`src/cim_pkg.sv`:
```
package cim_pkg;

  // ==========================================================================
  // Register map (byte addresses, one 32-bit word each)
  localparam logic [4:0] CIM_ADDR_CTRL   = 5'h00;
  localparam logic [4:0] CIM_ADDR_CFG    = 5'h04;
  localparam logic [4:0] CIM_ADDR_INIT   = 5'h08;
  localparam logic [4:0] CIM_ADDR_COUNT  = 5'h0c;
  localparam logic [4:0] CIM_ADDR_STATUS = 5'h10;

  // ==========================================================================
  // Field positions
  localparam int CTRL_ARM_BIT    = 0;
  localparam int CTRL_DISARM_BIT = 1;
  localparam int CFG_MODE_LSB    = 0;
  localparam int CFG_BUF_LSB     = 2;
  localparam int CFG_SRC_FALL    = 4;
  localparam int CFG_GATE_LVL    = 5;
  localparam int CFG_SCLK_FALL   = 6;
  localparam int CFG_PAUSE_EN    = 7;
  localparam int CFG_DIR_LSB     = 8;
  localparam int CFG_FIRST_HIGH  = 10;
  localparam int ST_ARMED_BIT    = 0;
  localparam int ST_DONE_BIT     = 1;
  localparam int ST_OVERRUN_BIT  = 2;
  localparam int ST_FIFO_OVF_BIT = 3;
  localparam int ST_EMPTY_BIT    = 4;
  localparam int ST_FULL_BIT     = 5;
  localparam int ST_LEVEL_LSB    = 8;

  // ==========================================================================
  // Reset values and sizes
  localparam int          CNT_W         = 32;
  localparam logic [10:0] CFG_RESET     = 11'h000;
  localparam logic [31:0] INIT_RESET    = 32'h0000_0000;
  localparam int          FIFO_DEPTH    = 8;
  localparam int          FIFO_AW       = 3;
  localparam logic [FIFO_AW:0] FIFO_DEPTH_C = 4'h8;

  typedef enum logic [1:0] {
    CIM_MODE_EDGE  = 2'h0,
    CIM_MODE_PW    = 2'h1,
    CIM_MODE_PULSE = 2'h2,
    CIM_MODE_SEMI  = 2'h3
  } cim_mode_t;

  typedef enum logic [1:0] {
    CIM_BUF_SINGLE = 2'h0,
    CIM_BUF_IMPL   = 2'h1,
    CIM_BUF_SAMP   = 2'h2
  } cim_buf_t;

  typedef enum logic [1:0] {
    CIM_DIR_UP   = 2'h0,
    CIM_DIR_DOWN = 2'h1,
    CIM_DIR_EXT  = 2'h2
  } cim_dir_t;

  // Gray order along idle -> wait -> run -> done
  typedef enum logic [1:0] {
    CIM_ST_IDLE = 2'h0,
    CIM_ST_WAIT = 2'h1,
    CIM_ST_RUN  = 2'h3,
    CIM_ST_DONE = 2'h2
  } cim_state_t;

endpackage

```
`src/cim_counter.sv`:
```
// Behaviour
// - Edge counting starts only after software arms the counter.
// - Source edge polarity for counting is selectable rising or falling.
// - Count register readable any time without disturbing counting.
// - Active pause trigger holds count; inactive pause counts normally.
// - Pause trigger is Gate with selectable pause level.
// - Buffered edge counting pushes count into FIFO on each active sample clock edge.
// - Buffered counts are cumulative from arm; sample clock never clears.
// - Sample clock active edge selectable rising or falling.
// - Buffered edge counting starts at arm, not first sample clock.
// - Direction up, down, or by auxiliary input high up low down.
// - Pulse-width counts Source edges while Gate at selectable active level.
// - Armed during active Gate skips partial pulse, waits next active transition.
// - Single pulse-width pushes count once at Gate end, then ignores inputs.
// - Implicit buffered pulse-width pushes count at every Gate trailing edge.
// - Sampled pulse-width pushes last completed width on each sample clock that follows a newly completed width.
// - Sampled pulse modes flag overrun when no pulse completed since last sample.
// - Pulse mode counts both Gate phases giving high and low counts.
// - Implicit pulse stores high and low at every second Gate edge after selected starting edge.
// - Sampled pulse mode pushes high and low of last completed pulse.
// - Semi-period counts Source edges between consecutive Gate edges.
// - FIFO contents stream continuously to host memory.
// - Counter register is 32 bits wide.
//
// The register addresses and the Avalon-MM interface to the registers were chosen for this implementation.
`timescale 1ns/10ps
module cim_counter (
  input  wire logic                       ref_clk,
  input  wire logic                       rst_n,
  input  wire logic [4:0]                 avs_address,
  input  wire logic                       avs_read,
  input  wire logic                       avs_write,
  input  wire logic [31:0]                avs_writedata,
  input  wire logic [3:0]                 avs_byteenable,
  output logic      [31:0]                avs_readdata,
  output logic                            avs_waitrequest,
  input  wire logic                       src_in,
  input  wire logic                       gate_in,
  input  wire logic                       sclk_in,
  input  wire logic                       dir_in,
  output logic                            st_valid,
  output logic      [cim_pkg::CNT_W-1:0]  st_data,
  input  wire logic                       st_ready
);
  import cim_pkg::*;

  // ==========================================================================
  // Bus slave
  logic [31:0]      avs_readdata_q;
  logic             avs_waitrequest_q;
  logic [10:0]      cfg_q;
  logic [31:0]      init_q;
  logic [31:0]      wmask;
  logic             wr_acc;
  logic             arm_pulse;
  logic             disarm_pulse;
  logic [31:0]      rd_mux;
  logic [31:0]      status_w;
  logic [CNT_W-1:0] cnt_q;
  cim_state_t       st_q;
  logic             overrun_q;
  logic             fifo_ovf_q;
  logic             empty;
  logic             full;
  logic [FIFO_AW:0] level;

  assign avs_readdata    = avs_readdata_q;
  assign avs_waitrequest = avs_waitrequest_q;
  assign wmask  = {{8{avs_byteenable[3]}}, {8{avs_byteenable[2]}},
                   {8{avs_byteenable[1]}}, {8{avs_byteenable[0]}}};
  // Write lands only at the edge where the master sees waitrequest low
  assign wr_acc = avs_write && !avs_waitrequest_q;
  assign arm_pulse    = wr_acc && avs_address == CIM_ADDR_CTRL &&
                        avs_byteenable[0] && avs_writedata[CTRL_ARM_BIT];
  assign disarm_pulse = wr_acc && avs_address == CIM_ADDR_CTRL &&
                        avs_byteenable[0] && avs_writedata[CTRL_DISARM_BIT];

  always_comb begin
    status_w = '0;
    status_w[ST_ARMED_BIT]    = st_q == CIM_ST_WAIT || st_q == CIM_ST_RUN;
    status_w[ST_DONE_BIT]     = st_q == CIM_ST_DONE;
    status_w[ST_OVERRUN_BIT]  = overrun_q;
    status_w[ST_FIFO_OVF_BIT] = fifo_ovf_q;
    status_w[ST_EMPTY_BIT]    = empty;
    status_w[ST_FULL_BIT]     = full;
    status_w[ST_LEVEL_LSB +: FIFO_AW+1] = level;
  end

  always_comb begin
    case (avs_address)
      CIM_ADDR_CFG:    rd_mux = {21'h000000, cfg_q};
      CIM_ADDR_INIT:   rd_mux = init_q;
      CIM_ADDR_COUNT:  rd_mux = cnt_q;
      CIM_ADDR_STATUS: rd_mux = status_w;
      default:         rd_mux = 32'h0000_0000;
    endcase
  end

  // One wait cycle per access; read data captured without touching the counter
  always_ff @(posedge ref_clk or negedge rst_n) begin
    if (!rst_n) begin
      avs_waitrequest_q <= 1'b1;
      avs_readdata_q    <= 32'h0000_0000;
    end else if (!avs_waitrequest_q) begin
      avs_waitrequest_q <= 1'b1;
    end else if (avs_read || avs_write) begin
      avs_waitrequest_q <= 1'b0;
      avs_readdata_q    <= avs_read ? rd_mux : 32'h0000_0000;
    end
  end

  always_ff @(posedge ref_clk or negedge rst_n) begin
    if (!rst_n) begin
      cfg_q  <= CFG_RESET;
      init_q <= INIT_RESET;
    end else if (wr_acc) begin
      if (avs_address == CIM_ADDR_CFG)
        cfg_q <= (cfg_q & ~wmask[10:0]) | (avs_writedata[10:0] & wmask[10:0]);
      if (avs_address == CIM_ADDR_INIT)
        init_q <= (init_q & ~wmask) | (avs_writedata & wmask);
    end
  end

  cim_mode_t mode;
  cim_buf_t  bufm;
  cim_dir_t  dirm;
  assign mode = cim_mode_t'(cfg_q[CFG_MODE_LSB +: 2]);
  assign bufm = cim_buf_t'(cfg_q[CFG_BUF_LSB +: 2]);
  assign dirm = cim_dir_t'(cfg_q[CFG_DIR_LSB +: 2]);

  // ==========================================================================
  // Input edge detection
  logic src_prev_q, gate_prev_q, sclk_prev_q;
  logic src_ev, sclk_ev, gate_ev, gate_act, gate_lead, gate_trail, start_ev;
  logic paused, sampled, count_up;

  always_ff @(posedge ref_clk or negedge rst_n) begin
    if (!rst_n) begin
      src_prev_q  <= 1'b0;
      gate_prev_q <= 1'b0;
      sclk_prev_q <= 1'b0;
    end else begin
      src_prev_q  <= src_in;
      gate_prev_q <= gate_in;
      sclk_prev_q <= sclk_in;
    end
  end

  assign src_ev     = cfg_q[CFG_SRC_FALL] ? (src_prev_q && !src_in)
                                          : (!src_prev_q && src_in);
  assign sclk_ev    = cfg_q[CFG_SCLK_FALL] ? (sclk_prev_q && !sclk_in)
                                           : (!sclk_prev_q && sclk_in);
  assign gate_ev    = gate_prev_q ^ gate_in;
  assign gate_act   = gate_in == cfg_q[CFG_GATE_LVL];
  assign gate_lead  = gate_ev && gate_act;
  assign gate_trail = gate_ev && !gate_act;
  assign start_ev   = gate_ev && (gate_in == cfg_q[CFG_FIRST_HIGH]);
  assign paused     = cfg_q[CFG_PAUSE_EN] &&
                      (gate_in == cfg_q[CFG_GATE_LVL]);
  assign sampled    = bufm == CIM_BUF_SAMP;
  assign count_up   = dirm == CIM_DIR_UP || (dirm == CIM_DIR_EXT && dir_in);

  // ==========================================================================
  // Measurement sequencing
  logic             half_q, have_q;
  logic [CNT_W-1:0] first_q, hi_cnt, lo_cnt, last_w_q, last_hi_q, last_lo_q;
  logic             pw_end, pair_end, armed, samp_mode, samp_push, ovr_set;

  assign armed     = st_q == CIM_ST_WAIT || st_q == CIM_ST_RUN;
  assign pw_end    = st_q == CIM_ST_RUN && mode == CIM_MODE_PW && gate_trail;
  assign pair_end  = st_q == CIM_ST_RUN && mode == CIM_MODE_PULSE && gate_ev && half_q;
  assign hi_cnt    = cfg_q[CFG_FIRST_HIGH] ? first_q : cnt_q;
  assign lo_cnt    = cfg_q[CFG_FIRST_HIGH] ? cnt_q : first_q;
  assign samp_mode = sampled && (mode == CIM_MODE_PW || mode == CIM_MODE_PULSE);
  assign samp_push = samp_mode && armed && sclk_ev && have_q;
  assign ovr_set   = samp_mode && armed && sclk_ev && !have_q;

  always_ff @(posedge ref_clk or negedge rst_n) begin
    if (!rst_n) begin
      st_q <= CIM_ST_IDLE;
    end else if (arm_pulse) begin
      // Edge counting runs from the arm itself; measurements wait for Gate
      st_q <= mode == CIM_MODE_EDGE ? CIM_ST_RUN : CIM_ST_WAIT;
    end else if (disarm_pulse) begin
      st_q <= CIM_ST_IDLE;
    end else begin
      case (st_q)
        CIM_ST_WAIT: begin
          if (mode == CIM_MODE_PW ? gate_lead : start_ev)
            st_q <= CIM_ST_RUN;
        end
        CIM_ST_RUN: begin
          if (pw_end)
            st_q <= bufm == CIM_BUF_SINGLE ? CIM_ST_DONE : CIM_ST_WAIT;
          else if (bufm == CIM_BUF_SINGLE && gate_ev &&
                   (mode == CIM_MODE_SEMI || (mode == CIM_MODE_PULSE && half_q)))
            st_q <= CIM_ST_DONE;
        end
        CIM_ST_IDLE, CIM_ST_DONE: st_q <= st_q;
        default:     st_q <= CIM_ST_IDLE;
      endcase
    end
  end

  // ==========================================================================
  // Counter register
  always_ff @(posedge ref_clk or negedge rst_n) begin
    if (!rst_n) begin
      cnt_q <= '0;
    end else if (arm_pulse) begin
      cnt_q <= init_q;
    end else if (st_q == CIM_ST_WAIT) begin
      if (mode == CIM_MODE_PW ? gate_lead : start_ev)
        cnt_q <= init_q;
    end else if (st_q == CIM_ST_RUN) begin
      case (mode)
        CIM_MODE_EDGE: begin
          // Sample clock never touches the count, so captures stay cumulative
          if (src_ev && !paused)
            cnt_q <= count_up ? cnt_q + 1'b1 : cnt_q - 1'b1;
        end
        CIM_MODE_PW: begin
          if (gate_act && src_ev)
            cnt_q <= cnt_q + 1'b1;
        end
        default: begin
          if (gate_ev)
            cnt_q <= init_q;
          else if (src_ev)
            cnt_q <= cnt_q + 1'b1;
        end
      endcase
    end
  end

  always_ff @(posedge ref_clk or negedge rst_n) begin
    if (!rst_n) begin
      half_q  <= 1'b0;
      first_q <= '0;
    end else if (arm_pulse || st_q != CIM_ST_RUN) begin
      half_q <= 1'b0;
    end else if (mode == CIM_MODE_PULSE && gate_ev) begin
      half_q <= !half_q;
      if (!half_q)
        first_q <= cnt_q;
    end
  end

  // Latest completed result held for the sample clock; a new result wins over the take
  always_ff @(posedge ref_clk or negedge rst_n) begin
    if (!rst_n) begin
      have_q    <= 1'b0;
      last_w_q  <= '0;
      last_hi_q <= '0;
      last_lo_q <= '0;
    end else if (arm_pulse) begin
      have_q <= 1'b0;
    end else if (samp_mode && (pw_end || pair_end)) begin
      have_q    <= 1'b1;
      last_w_q  <= cnt_q;
      last_hi_q <= hi_cnt;
      last_lo_q <= lo_cnt;
    end else if (samp_push) begin
      have_q <= 1'b0;
    end
  end

  // ==========================================================================
  // FIFO push selection; a pulse result is two words, high first
  logic [1:0]       push_n;
  logic [CNT_W-1:0] push_d0, push_d1;

  always_comb begin
    push_n  = 2'h0;
    push_d0 = cnt_q;
    push_d1 = cnt_q;
    if (samp_push) begin
      push_n  = mode == CIM_MODE_PULSE ? 2'h2 : 2'h1;
      push_d0 = mode == CIM_MODE_PULSE ? last_hi_q : last_w_q;
      push_d1 = last_lo_q;
    end else if (st_q == CIM_ST_RUN) begin
      case (mode)
        CIM_MODE_EDGE: if (sampled && sclk_ev) push_n = 2'h1;
        CIM_MODE_PW:   if (pw_end && !sampled) push_n = 2'h1;
        CIM_MODE_SEMI: if (gate_ev)            push_n = 2'h1;
        default: begin
          if (pair_end && !sampled) begin
            push_n  = 2'h2;
            push_d0 = hi_cnt;
            push_d1 = lo_cnt;
          end
        end
      endcase
    end
  end

  always_ff @(posedge ref_clk or negedge rst_n) begin
    if (!rst_n)
      overrun_q <= 1'b0;
    else if (ovr_set)
      overrun_q <= 1'b1;
    else if (wr_acc && avs_address == CIM_ADDR_STATUS && avs_byteenable[0] &&
             avs_writedata[ST_OVERRUN_BIT])
      overrun_q <= 1'b0;
  end

  // ==========================================================================
  // Result FIFO and stream to the transfer engine
  logic [CNT_W-1:0] mem_q [FIFO_DEPTH];
  logic [FIFO_AW:0] wr_ptr_q, rd_ptr_q, free;
  logic             push_ok, pop, st_valid_q;
  logic [CNT_W-1:0] st_data_q;

  assign level   = wr_ptr_q - rd_ptr_q;
  assign free    = FIFO_DEPTH_C - level;
  assign empty   = level == '0;
  assign full    = level == FIFO_DEPTH_C;
  // Whole pair or nothing, so high and low never split across an overflow
  assign push_ok = push_n != 2'h0 && free >= {2'h0, push_n};
  assign pop     = !empty && (!st_valid_q || st_ready);
  assign st_valid = st_valid_q;
  assign st_data  = st_data_q;

  always_ff @(posedge ref_clk or negedge rst_n) begin
    if (!rst_n) begin
      wr_ptr_q <= '0;
    end else if (push_ok) begin
      mem_q[wr_ptr_q[FIFO_AW-1:0]] <= push_d0;
      if (push_n == 2'h2)
        mem_q[wr_ptr_q[FIFO_AW-1:0] + 1'b1] <= push_d1;
      wr_ptr_q <= wr_ptr_q + {2'h0, push_n};
    end
  end

  always_ff @(posedge ref_clk or negedge rst_n) begin
    if (!rst_n)
      fifo_ovf_q <= 1'b0;
    else if (push_n != 2'h0 && !push_ok)
      fifo_ovf_q <= 1'b1;
    else if (wr_acc && avs_address == CIM_ADDR_STATUS && avs_byteenable[0] &&
             avs_writedata[ST_FIFO_OVF_BIT])
      fifo_ovf_q <= 1'b0;
  end

  always_ff @(posedge ref_clk or negedge rst_n) begin
    if (!rst_n) begin
      rd_ptr_q   <= '0;
      st_valid_q <= 1'b0;
      st_data_q  <= '0;
    end else if (pop) begin
      rd_ptr_q   <= rd_ptr_q + 1'b1;
      st_valid_q <= 1'b1;
      st_data_q  <= mem_q[rd_ptr_q[FIFO_AW-1:0]];
    end else if (st_ready) begin
      st_valid_q <= 1'b0;
    end
  end
endmodule // cim_counter

```
`config.mk`:
```
export PLATFORM = sky130hd
export DESIGN_NAME = cim_counter
export DESIGN_NICKNAME = d
export VERILOG_FILES = /design/src/cim_pkg.sv /design/src/cim_counter.sv
export SDC_FILE = /design/constraint.sdc
export NUM_CORES = 1
export LEC_CHECK = 0
export BUFFER_PORTS_ARGS = -buffer_cell sky130_fd_sc_hd__buf_4
export CELL_PAD_IN_SITES_DETAIL_PLACEMENT = 1
export CELL_PAD_IN_SITES_GLOBAL_PLACEMENT = 2
export CORE_UTILIZATION = 40
export CTS_BUF_LIST = sky130_fd_sc_hd__clkbuf_2
export CTS_CLUSTER_SIZE = 20
export DETAILED_ROUTE_END_ITERATION = 16
export GPL_ROUTABILITY_DRIVEN = 0
export PLACE_DENSITY_LB_ADDON = 0.1
export RECOVER_POWER = 50
export SLEW_MARGIN = 20
export SYNTH_ARGS = -nofsm -noshare
export SYNTH_HDL_FRONTEND = slang
export SYNTH_SLANG_ARGS = --single-unit
export TNS_END_PERCENT = 50
```
`constraint.sdc`:
```
create_clock -name ref_clk -period 6.5 [get_ports ref_clk]
set_clock_uncertainty 0.15 [all_clocks]
set_input_delay 1.3 -clock ref_clk [delete_from_list [all_inputs] [get_ports ref_clk]]
set_output_delay 1.3 -clock ref_clk [all_outputs]
set_load 0.01 [all_outputs]
```
==> results of run 1 <==
-- power groups by stage --
stage | registers [mW] | clock network [mW] | logic, mW
3_3_place_gp | 4.32 | 0 | 2.92
2_1_floorplan | 4.11 | 0 | 2.01
6_report | 4.26 | 2.67 | 2.92
4_1_cts | 4.26 | 2.79 | 3.02
3_5_place_dp | 4.34 | 0 | 2.99
5_1_grt | 4.31 | 2.94 | 3.22
-- kinds of logic (layout without fill, tap and decap cells) --
family	Yosys count	in the layout
simple gates	697	697
buf+inv	236	513
flops	542	542
mux	508	508
fa+ha+maj	19	19
compound gates	550	550
xor+xnor	24	24
other cells	0	1
-- routing by layer --
layer	vias to the layer above	track usage, %
li1	9971	-
met1	11200	35.9
met2	605	39.8
met3	167	4.11
met4	0	8.77
met5	-	0
-- Yosys cell counts, types with 6 or more instances --
library cell | number | area (um^2)
nand3_1 | 31 | 155
a32oi_1 | 14 | 123
nand4_1 | 20 | 125
and4_1 | 7 | 61.3
dfrtp_1 | 285 | 7130
buf_6 | 13 | 146
or4_1 | 6 | 45.0
nor2_1 | 119 | 447
nor3b_1 | 6 | 45.0
and3_1 | 17 | 106
or2_2 | 7 | 43.8
nor3_1 | 21 | 105
mux2_2 | 133 | 1500
o31ai_1 | 8 | 60.1
or3_1 | 9 | 56.3
a221o_1 | 7 | 70.1
a22o_1 | 14 | 123
o21ai_0 | 265 | 1330
nand2_1 | 387 | 1450
xnor2_1 | 19 | 166
buf_2 | 20 | 100
mux2i_1 | 311 | 3110
a21oi_1 | 65 | 325
o221ai_1 | 9 | 78.8
buf_1 | 21 | 78.8
ha_1 | 17 | 213
inv_1 | 20 | 75.1
clkbuf_1 | 161 | 604
nand2b_1 | 6 | 37.5
o211ai_1 | 10 | 75.1
nor4_1 | 11 | 68.8
o21ai_1 | 41 | 205
mux4_2 | 64 | 1440
nor2b_1 | 9 | 56.3
a211oi_1 | 8 | 60.1
edfxtp_1 | 256 | 7690
a31oi_1 | 47 | 294
-- how the worst max path moves through the flow --
stage | startpoint | endpoint | slack (ns) | depth (start not counted)
CTS | rd_ptr_q[0] | mem_q[1][2] | 0.96 | 11
global route | avs_address[2] | cnt_q[1] | 0.41 | 10
global placement | gate_in | mem_q[1][9] | 0.65 | 13
floorplan | sclk_in | mem_q[0][0] | -1.19 | 14
detailed placement | gate_in | mem_q[1][9] | 0.54 | 13
finish | avs_address[2] | cnt_q[1] | 0.46 | 10
-- cell type report --
| type | instances | area share, % |
|---|---|---|
| Antenna cell | 1 | 0.00777 |
| Clock buffer | 241 | 3.74 |
| Clock inverter | 39 | 0.847 |
| Inverter | 21 | 0.245 |
| Multi-Input combinational cell | 1798 | 41.1 |
| Sequential cell | 542 | 46.1 |
| Tap cell | 950 | 3.69 |
| Timing Repair Buffer | 212 | 4.28 |
-- worst max-delay path: cells and delay by family --
kind / cells / cell delay (ns)
buffers and inverters: 4 / 4.05
AND/OR/NAND/NOR: 2 / 0.51
AO/OA/AOI/OAI: 4 / 1.19
-- flip-flops by register name (all words and copies together) (netlist names), 2 cells and up, named ones only --
name          count
last_w_q         32
avs_readdata     32
mem_q           256
last_hi_q        32
last_lo_q        32
rd_ptr_q          4
st_q              2
first_q          32
cnt_q            32
st_data          32
wr_ptr_q          4
-- stage by stage --
step | cell area (um^2) | worst slack (ns) | TNS [ns] | hold WS (ns) | cells
after global routing | 32200 | 0.411 | 0 | 0.114 | 3804
after detailed placement | 30700 | 0.537 | 0 | 0.321 | 3487
after floorplan | 28900 | -1.19 | -98.97 | 0.299 | 2576
after CTS | 32600 | 0.963 | 0 | 0.0241 | 3803
after global placement | 30700 | 0.646 | 0 | 0.311 | 3487
final | 32200 | 0.460 | 0 | 0.229 | 3804
==> summary.txt, run 1 <==
Outcome
  • Status: finished with violations
  • Failing checks: max-capacitance violations, max-slew violations

Logic synthesis
  • Adder-Cell Fraction of Synth Area: 0.875%
  • Post-Synth XOR/XNOR Area: less than 1%
  • Synth Area in Compound Gates: a little under an eighth
  • EDFF count, synth: 256
  • Synth Area per Inst: 11.2 um^2
  • Syn nets: 2645
  • Synthesized flop and latch total: ~540
  • Area of the mapped netlist: roughly 29000 um^2
  • Synth Area in Simple Gates: ~11%
  • Post-synthesis cell type count: slightly above 80
  • Largest family of logic cells by synthesized area: multiplexers
  • Mux cell area share after synthesis: 20.9%
  • Main synth FF type: dfrtp_1
  • Fraction of registers with async set/reset: 52.8%
  • Register area share after synthesis: 51.4%
  • Post-Syn Instances: 2576
  • Yosys warns: 0

Finish
  • Commonest non-fill, non-tap cell in the layout: nand2_1
  • Sequential cell area: roughly 15000 um^2
  • Nets: 2797
  • Ratio of cells with drive above 1 in the final layout: 20.7%
  • Number of fill cells in the layout: a little under 8000
  • Most frequent cells in the layout: nand2_1, mux2i_1, dfrtp_1
  • Area delta synth->final: 11.5%
  • Multi-input combinational cell area: around 13000 um^2
  • Fin util: between 40% and 50%

Die
  • Io pins: 116
  • Core ar.: 71500 um^2
  • Initial core utilization: 40.4%
  • Die W: between 200 and 300 um
  • Die H: between 200 and 300 um
  • Die Footprint: around 73000 um^2
  • Number of core rows: about 100

Timing
  • RSZ-0062 raised after global routing: false
  • Worst Tran Pin Value: 3.38 ns
  • Normalized max-slew margin: -125%
  • Setup violators final: 0
  • Post-layout min period: 6.04 ns
  • Slew Limit Fails: 325
  • Period utilization: a little over 90%
  • Final Hold Vio Count: 0
  • FMAX: approximately 170 MHz

Setup path
  • Crit path kind: input port to flip-flop
  • FF-to-FF End: mem_q[1][2]
  • Critical-path top delay cell: clkbuf_1
  • Setup crit start kind: input port
  • Worst Path Max Fanout: 32
  • Max stage delay on crit path: 1.72 ns
  • CP endpoint kind: flip-flop
  • Critical Path RT: about 7.6 ns
  • CP dominant cell by count: clkbuf_1
  • R2R depth: 12
  • Reg2reg setup slack: 0.82 ns
  • CP cell instances: clkbuf_1 -> or2_2 -> o41a_1 -> clkbuf_1 -> nand2_1 -> buf_4 -> o21ai_2 -> clkbuf_1 -> a221oi_1 -> a21oi_1
  • CP arrival: approximately 7.1 ns

Clock tree
  • CTS buffer count: between 150 and 200
  • Post-cts sizing count: 0
  • H-tree levels: 4
  • CTS clock-pin slew for the worst setup and hold paths: roughly 0.1 ns
  • Hold-fix buffers at CTS: 36
  • Clock latency on the worst-skew pair: roughly 1.3 ns
  • Root Buffer: clkbuf_2
  • Post-CTS Setup Bufs: 0
  • Clk sinks: roughly 540
  • Clk buf depth: 3
  • CTS tree: yes

Routing
  • Drt via density: around 5.8
  • Routed vias: 22000
  • DR DRC count: 0
  • Wire length on met3: around 4300 um
  • Starting DRC count in detailed routing: between 1000 and 1500
  • First-pass DRT Iterations: 5
  • Drt wl/cell: 24.2 um
  • Met2 wire length: 42300 um
  • Detail Route Antenna Nets: 0
  • Top Layer Used: met4
  • Drt total wl: between 90000 and 100000 um
  • Metal-1 WL: 43000 um

Power
  • Max IR drop VDD: 0.000217 V
  • Logic pwr share: slightly below 30%
  • Seq pwr share: between 40% and 50%
  • Sw Share: approximately two fifths
  • Cell Int Power: around 6.1 mW
  • Clock Power Share: around 27%
  • Switch Pwr: about 3.7 mW
  • Leak: between 10 and 15 nW
  • Pwr/cell area: 306 nW/um^2
  • Tot Pwr: ~9.9 mW

Worst hold path
  • Hold Crit Class: input port to flip-flop
  • HP Start: avs_address[3]
  • Hold Path Depth: 3
  • Endpoint, Worst Hold: avs_readdata[7]

GRT
  • All-Layer GR Usage: approximately a quarter
  • Largest net degree at the start of global routing: just under 80
  • First-pass GRT wire length: 144000 um
  • Vias in the first global route: 23400
  • Antenna violations before repair: 1
  • Congestion Overflow GR: 0

Run
  • Max cap viols: 7

Placement
  • Buffers on Ports: 115
  • DPL Wire Length: between 60000 and 70000 um
Note: power is estimated with default switching activity, not from simulation.
==> run 2, diff against run 1 <==
CORE_UTILIZATION = 31   (was 40)
==> run 2 against run 1 <==
Net effect:
- the run still ends with max-capacitance violations, max-slew violations left
- worst setup slack improved by 0.10 ns
- critical path type unchanged
- design area is 1.6% higher
- critical path depth down 1
- largest cell class unchanged
- combinational power grew 4%
- critical endpoint is now cnt_q[6]
- utilization shrank 9.5 points
- non-clock buffer count grew 8
- sequential share of layout area down 0.71 points
- flip-flop and latch count is the same
- wire length up 9.6%
==> summary.txt, run 2 (synthesized netlist as in run 1, its figures left out) <==
Outcome
  • Status: finished with violations
  • Failing checks: max-capacitance violations, max-slew violations

Finish
  • Sequential cell area: around 15000 um^2
  • Most frequent cells in the layout: nand2_1, mux2i_1, dfrtp_1
  • Nets: 2814
  • Area delta synth->final: 13.3%
  • Max reg flops: between 200 and 300
  • Commonest non-fill, non-tap cell in the layout: nand2_1
  • Ratio of cells with drive above 1 in the final layout: between 20% and 30%
  • Number of fill cells in the layout: just over 10000
  • Multi-input combinational cell area: 13300 um^2

Setup path
  • Worst Path Max Fanout: 32
  • Reg-to-reg startpoint: wr_ptr_q[0]
  • Critical Path RT: approximately 7.6 ns
  • Setup crit start kind: input port
  • R2R depth: 13
  • Crit path kind: input port to flip-flop
  • CP endpoint kind: flip-flop
  • CP arrival: roughly 7 ns
  • Crit path from: avs_address[2]

Clock tree
  • CTS tree: yes
  • Clock latency on the worst-skew pair: 1.34 ns
  • H-tree levels: 4
  • Post-cts sizing count: 0
  • Root Buffer: clkbuf_2
  • Clk buf depth: 3
  • CTS clock-pin slew for the worst setup and hold paths: around 0.1 ns
  • CTS buffer count: around 160
  • Clk sinks: about 540

Worst hold path
  • HP Start: avs_write
  • Hold Path Depth: 3
  • Hold Crit Class: input port to flip-flop

Die
  • Die H: 307 um
  • Io pins: ~120
  • Number of core rows: ~110
  • Die W: ~300 um
  • Core ar.: slightly above 90000 um^2
  • Die Footprint: approximately 94000 um^2
  • Initial core utilization: a little under a third

Placement
  • Pre-CTS setup slack: between 0.7 and 0.8 ns
  • Buffers on Ports: ~120
  • DPL Wire Length: approximately 65000 um

GRT
  • Most used routing layer: met2
  • Largest net degree at the start of global routing: ~170
  • GR Layer Usage met3: 3.81%
  • Antenna violations before repair: 1
  • Vias in the first global route: between 20000 and 25000
  • First-pass GRT wire length: 153000 um
  • Met1 global-route usage: about 29%
  • All-Layer GR Usage: approximately 22%
  • Met2 Use GR: around a third
  • Congestion Overflow GR: 0

Routing
  • DR DRC count: 0
  • Drt via density: 5.30
  • Drt wl/cell: ~24 um
  • Starting DRC count in detailed routing: approximately 1300
  • First-pass DRT Iterations: 5
  • Drt total wl: approximately 100000 um
  • Routed vias: approximately 22000
  • Detail Route Antenna Nets: 0

Run
  • Max cap viols: 4

Timing
  • Normalized max-slew margin: -47.4%
  • Period utilization: approximately nine tenths
  • FMAX: between 150 and 200 MHz
  • Post-layout min period: just under 6 ns
  • Worst setup margin: between 0.5 and 0.6 ns
  • Setup violators final: 0
  • Hold_ws: about 0.28 ns
  • Worst Tran Pin Value: about 2.2 ns
  • Final Hold Vio Count: 0
  • RSZ-0062 raised after global routing: false
  • Slew Limit Fails: 189

Power
  • Leak: ~12 nW
  • Pwr/cell area: approximately 300 nW/um^2
  • Max IR drop VDD: roughly 0.00016 V
[run 2: area by class of cell]
type,count,share of cell area (%)
antenna,2,0.0153
clock buffer,243,3.72
clock inverter,48,0.845
inverter,21,0.241
multi-input combinational,1798,40.5
sequential,542,45.4
tap,1243,4.75
timing repair buffer,220,4.51
[run 2: what timing repair did]
action / CTS / global route
hold buffers: 38 / 0
endpoints found under the hold margin: 106 / 0
setup buffers: 0 / 0
setup endpoints to repair: 0 / 0
[run 2: worst paths after layout]
kind / end / slack (ns)
worst min register to register: last_hi_q[22] / 0.33
max in group asynchronous: cnt_q[19] / 2.71
worst max register to register: mem_q[7][4] / 0.97
worst min-delay path: avs_readdata[5] / 0.28
worst max-delay path: cnt_q[6] / 0.56
min in group asynchronous: st_data[14] / 0.39
[run 2: power by group]
part / leakage (nW) / internal (mW) / total (mW) / switching, mW
clock network: 1.15 / 1.11 / 2.72 / 1.61
logic: 4.87 / 1.09 / 3.05 / 1.96
registers: 6.02 / 3.88 / 4.18 / 0.305
[run 2: routing by layer]
layer | part of all wire [%] | up-vias
met2 | 47 | 509
met3 | 4.2 | 160
met1 | 46 | 11100
met5 | 0 | -
li1 | - | 9996
met4 | 2.5 | 0
[run 2: worst max-delay path: stages]
cell	delay, ns
clkbuf_1	1.53
or2_2	0.39
o41a_1	0.15
clkbuf_1	1.45
nand2_1	0.55
o21ai_2	0.98
buf_4	0.33
a21oi_1	0.06
a21oi_1	0.21
[run 2: through the flow]
stage	TNS (ns)	util (%)	area [um^2]	cells	power, mW
final	0	35.6	32700	4117	9.96
after global routing	0	35.6	32700	4117	10.6
after CTS	0	36.0	33100	4115	10.3
after detailed placement	0	33.9	31200	3786	7.45
after global placement	0	33.9	31200	3786	7.37
after floorplan	-98.97	-	28900	2576	6.12
==> run 3, diff against run 2 <==
RECOVER_POWER = unset   (was 50)
==> run 3 against run 2 <==
Net effect:
- the run now ends clean
- global-route usage did not move
- count of clock-buffer cells in the layout unchanged
- design area up 1.0%
- largest cell class unchanged
- largest power group unchanged
==> summary.txt, run 3 (synthesized netlist as in run 1, its figures left out) <==
Outcome
  • Status: completed

Clock tree
  • Hold-fix buffers at CTS: 38
  • Post-cts sizing count: 0
  • Clk sinks: about 540
  • CTS buffer count: between 150 and 200
  • Clk buf depth: 3
  • CTS tree: yes
  • H-tree levels: 4
  • Root Buffer: clkbuf_2
  • CTS clock-pin slew for the worst setup and hold paths: about 0.1 ns
  • Post-CTS Setup Bufs: 0
  • Clock latency on the worst-skew pair: approximately 1.4 ns

Timing
  • Worst Tran Pin Value: 1.11 ns
  • FMAX: 191 MHz
  • Normalized max-slew margin: between 20 and 25%
  • Post-layout min period: about 5.2 ns
  • Worst setup margin: roughly 1.3 ns
  • RSZ-0062 raised after global routing: false
  • Slew Limit Fails: 0
  • Period utilization: between 80 and 90%
  • Final Hold Vio Count: 0
  • Setup violators final: 0

Finish
  • Design Area, Final: between 30000 and 40000 um^2
  • Nets: roughly 2800
  • Number of fill cells in the layout: 10300
  • Commonest non-fill, non-tap cell in the layout: nand2_1
  • Most frequent cells in the layout: nand2_1, mux2i_1, dfrtp_1
  • Ratio of cells with drive above 1 in the final layout: around 24%
  • Area delta synth->final: 14.4%
  • Max reg flops: 256

Power
  • Leak: between 10 and 15 nW
  • Max IR drop VDD: 0.000164 V
  • Pwr/cell area: between 300 and 400 nW/um^2

Run
  • Max cap viols: 0

Placement
  • Buffers on Ports: roughly 120
  • Pre-CTS setup slack: around 0.70 ns
  • Placed instance area: about 31000 um^2
  • DPL Wire Length: roughly 65000 um

Routing
  • Routed vias: 21900
  • Drt wl/cell: approximately 25 um
  • Starting DRC count in detailed routing: roughly 1200
  • Drt total wl: roughly 100000 um
  • Drt via density: 5.31
  • Metal-1 WL: 46900 um
  • Met2 wire length: 47500 um
  • DR DRC count: 0
  • Detail Route Antenna Nets: 0
  • First-pass DRT Iterations: 5
  • Wire length on met3: between 3000 and 4000 um
  • Top Layer Used: met4

Setup path
  • Worst Path Max Fanout: 21
  • Setup crit start kind: flip-flop
  • Critical Path RT: around 7.3 ns
  • CP endpoint kind: flip-flop
  • CP arrival: a little over 6 ns
  • Crit path kind: flip-flop to flip-flop

Worst hold path
  • Hold Crit Class: input port to flip-flop

Die
  • Core ar.: around 92000 um^2
  • Die Footprint: ~94000 um^2
  • Die H: 307 um
  • Io pins: ~120
  • Number of core rows: around 110
  • Initial core utilization: 31.4%
  • Die W: roughly 310 um

GRT
  • Congestion Overflow GR: 0
  • Vias in the first global route: 23500
  • Antenna violations before repair: 1
  • Largest net degree at the start of global routing: about 170
  • All-Layer GR Usage: 21.6%
  • First-pass GRT wire length: 153000 um
## run 3: area by class of cell
type	instances	area [um^2]	area share, %
sequential	542	14900	44.9
multi-input combinational	1798	13300	40.2
timing repair buffer	220	1780	5.39
tap	1243	1560	4.70
clock buffer	243	1220	3.68
clock inverter	48	277	0.836
inverter	21	78.8	0.238
antenna	2	5.00	0.0151
## run 3: worst paths after layout
path,cells past startpoint,start,end,slack [ns]
max in group asynchronous,4,rst_n,cnt_q[19],3.55
min in group asynchronous,2,rst_n,st_data[14],0.38
worst min register to register,2,last_hi_q[22],last_hi_q[22],0.33
worst max-delay path,12,wr_ptr_q[0],mem_q[7][4],1.28
worst min-delay path,3,avs_write,avs_readdata[4],0.27
worst max register to register,12,wr_ptr_q[0],mem_q[7][4],1.28
## run 3: metrics by stage
stage | std cells | hold slack, ns | power [mW] | utilization, % | TNS, ns
6_report | 4117 | 0.266 | 10.1 | 36.0 | 0
5_1_grt | 4117 | 0.122 | 10.7 | 36.0 | 0
4_1_cts | 4115 | 0.00715 | 10.3 | 36.0 | 0
3_5_place_dp | 3786 | 0.320 | 7.45 | 33.9 | 0
3_3_place_gp | 3786 | 0.311 | 7.37 | 33.9 | 0
2_1_floorplan | 2576 | 0.299 | 6.12 | - | -98.97
## run 3: where the power goes
| group | internal, mW | switching, mW | total (mW) |
|---|---|---|---|
| Clock | 1.11 | 1.61 | 2.72 |
| Sequential | 3.88 | 0.307 | 4.18 |
| Combinational | 1.18 | 1.97 | 3.15 |
| Total | 6.17 | 3.89 | 10.1 |
## run 3: worst max-delay path, cell delays in order (launching register included)
cell and delay (ns):
dfrtp_1 0.37, buf_4 0.20, inv_1 0.13, ha_1 0.18
inv_1 0.05, fa_1 0.37, xnor2_1 0.80, nor2_1 0.17
a211oi_4 0.60, nor3_2 0.11, or2_2 0.46, o31ai_4 0.79
buf_4 0.47
## run 3: metal layers
| layer | vias up | track usage (%) |
|---|---|---|
| met3 | 170 | 3.81 |
| met1 | 11200 | 29.0 |
| met4 | 0 | 7.45 |
| met5 | - | 0 |
| li1 | 9984 | - |
| met2 | 513 | 35.0 |
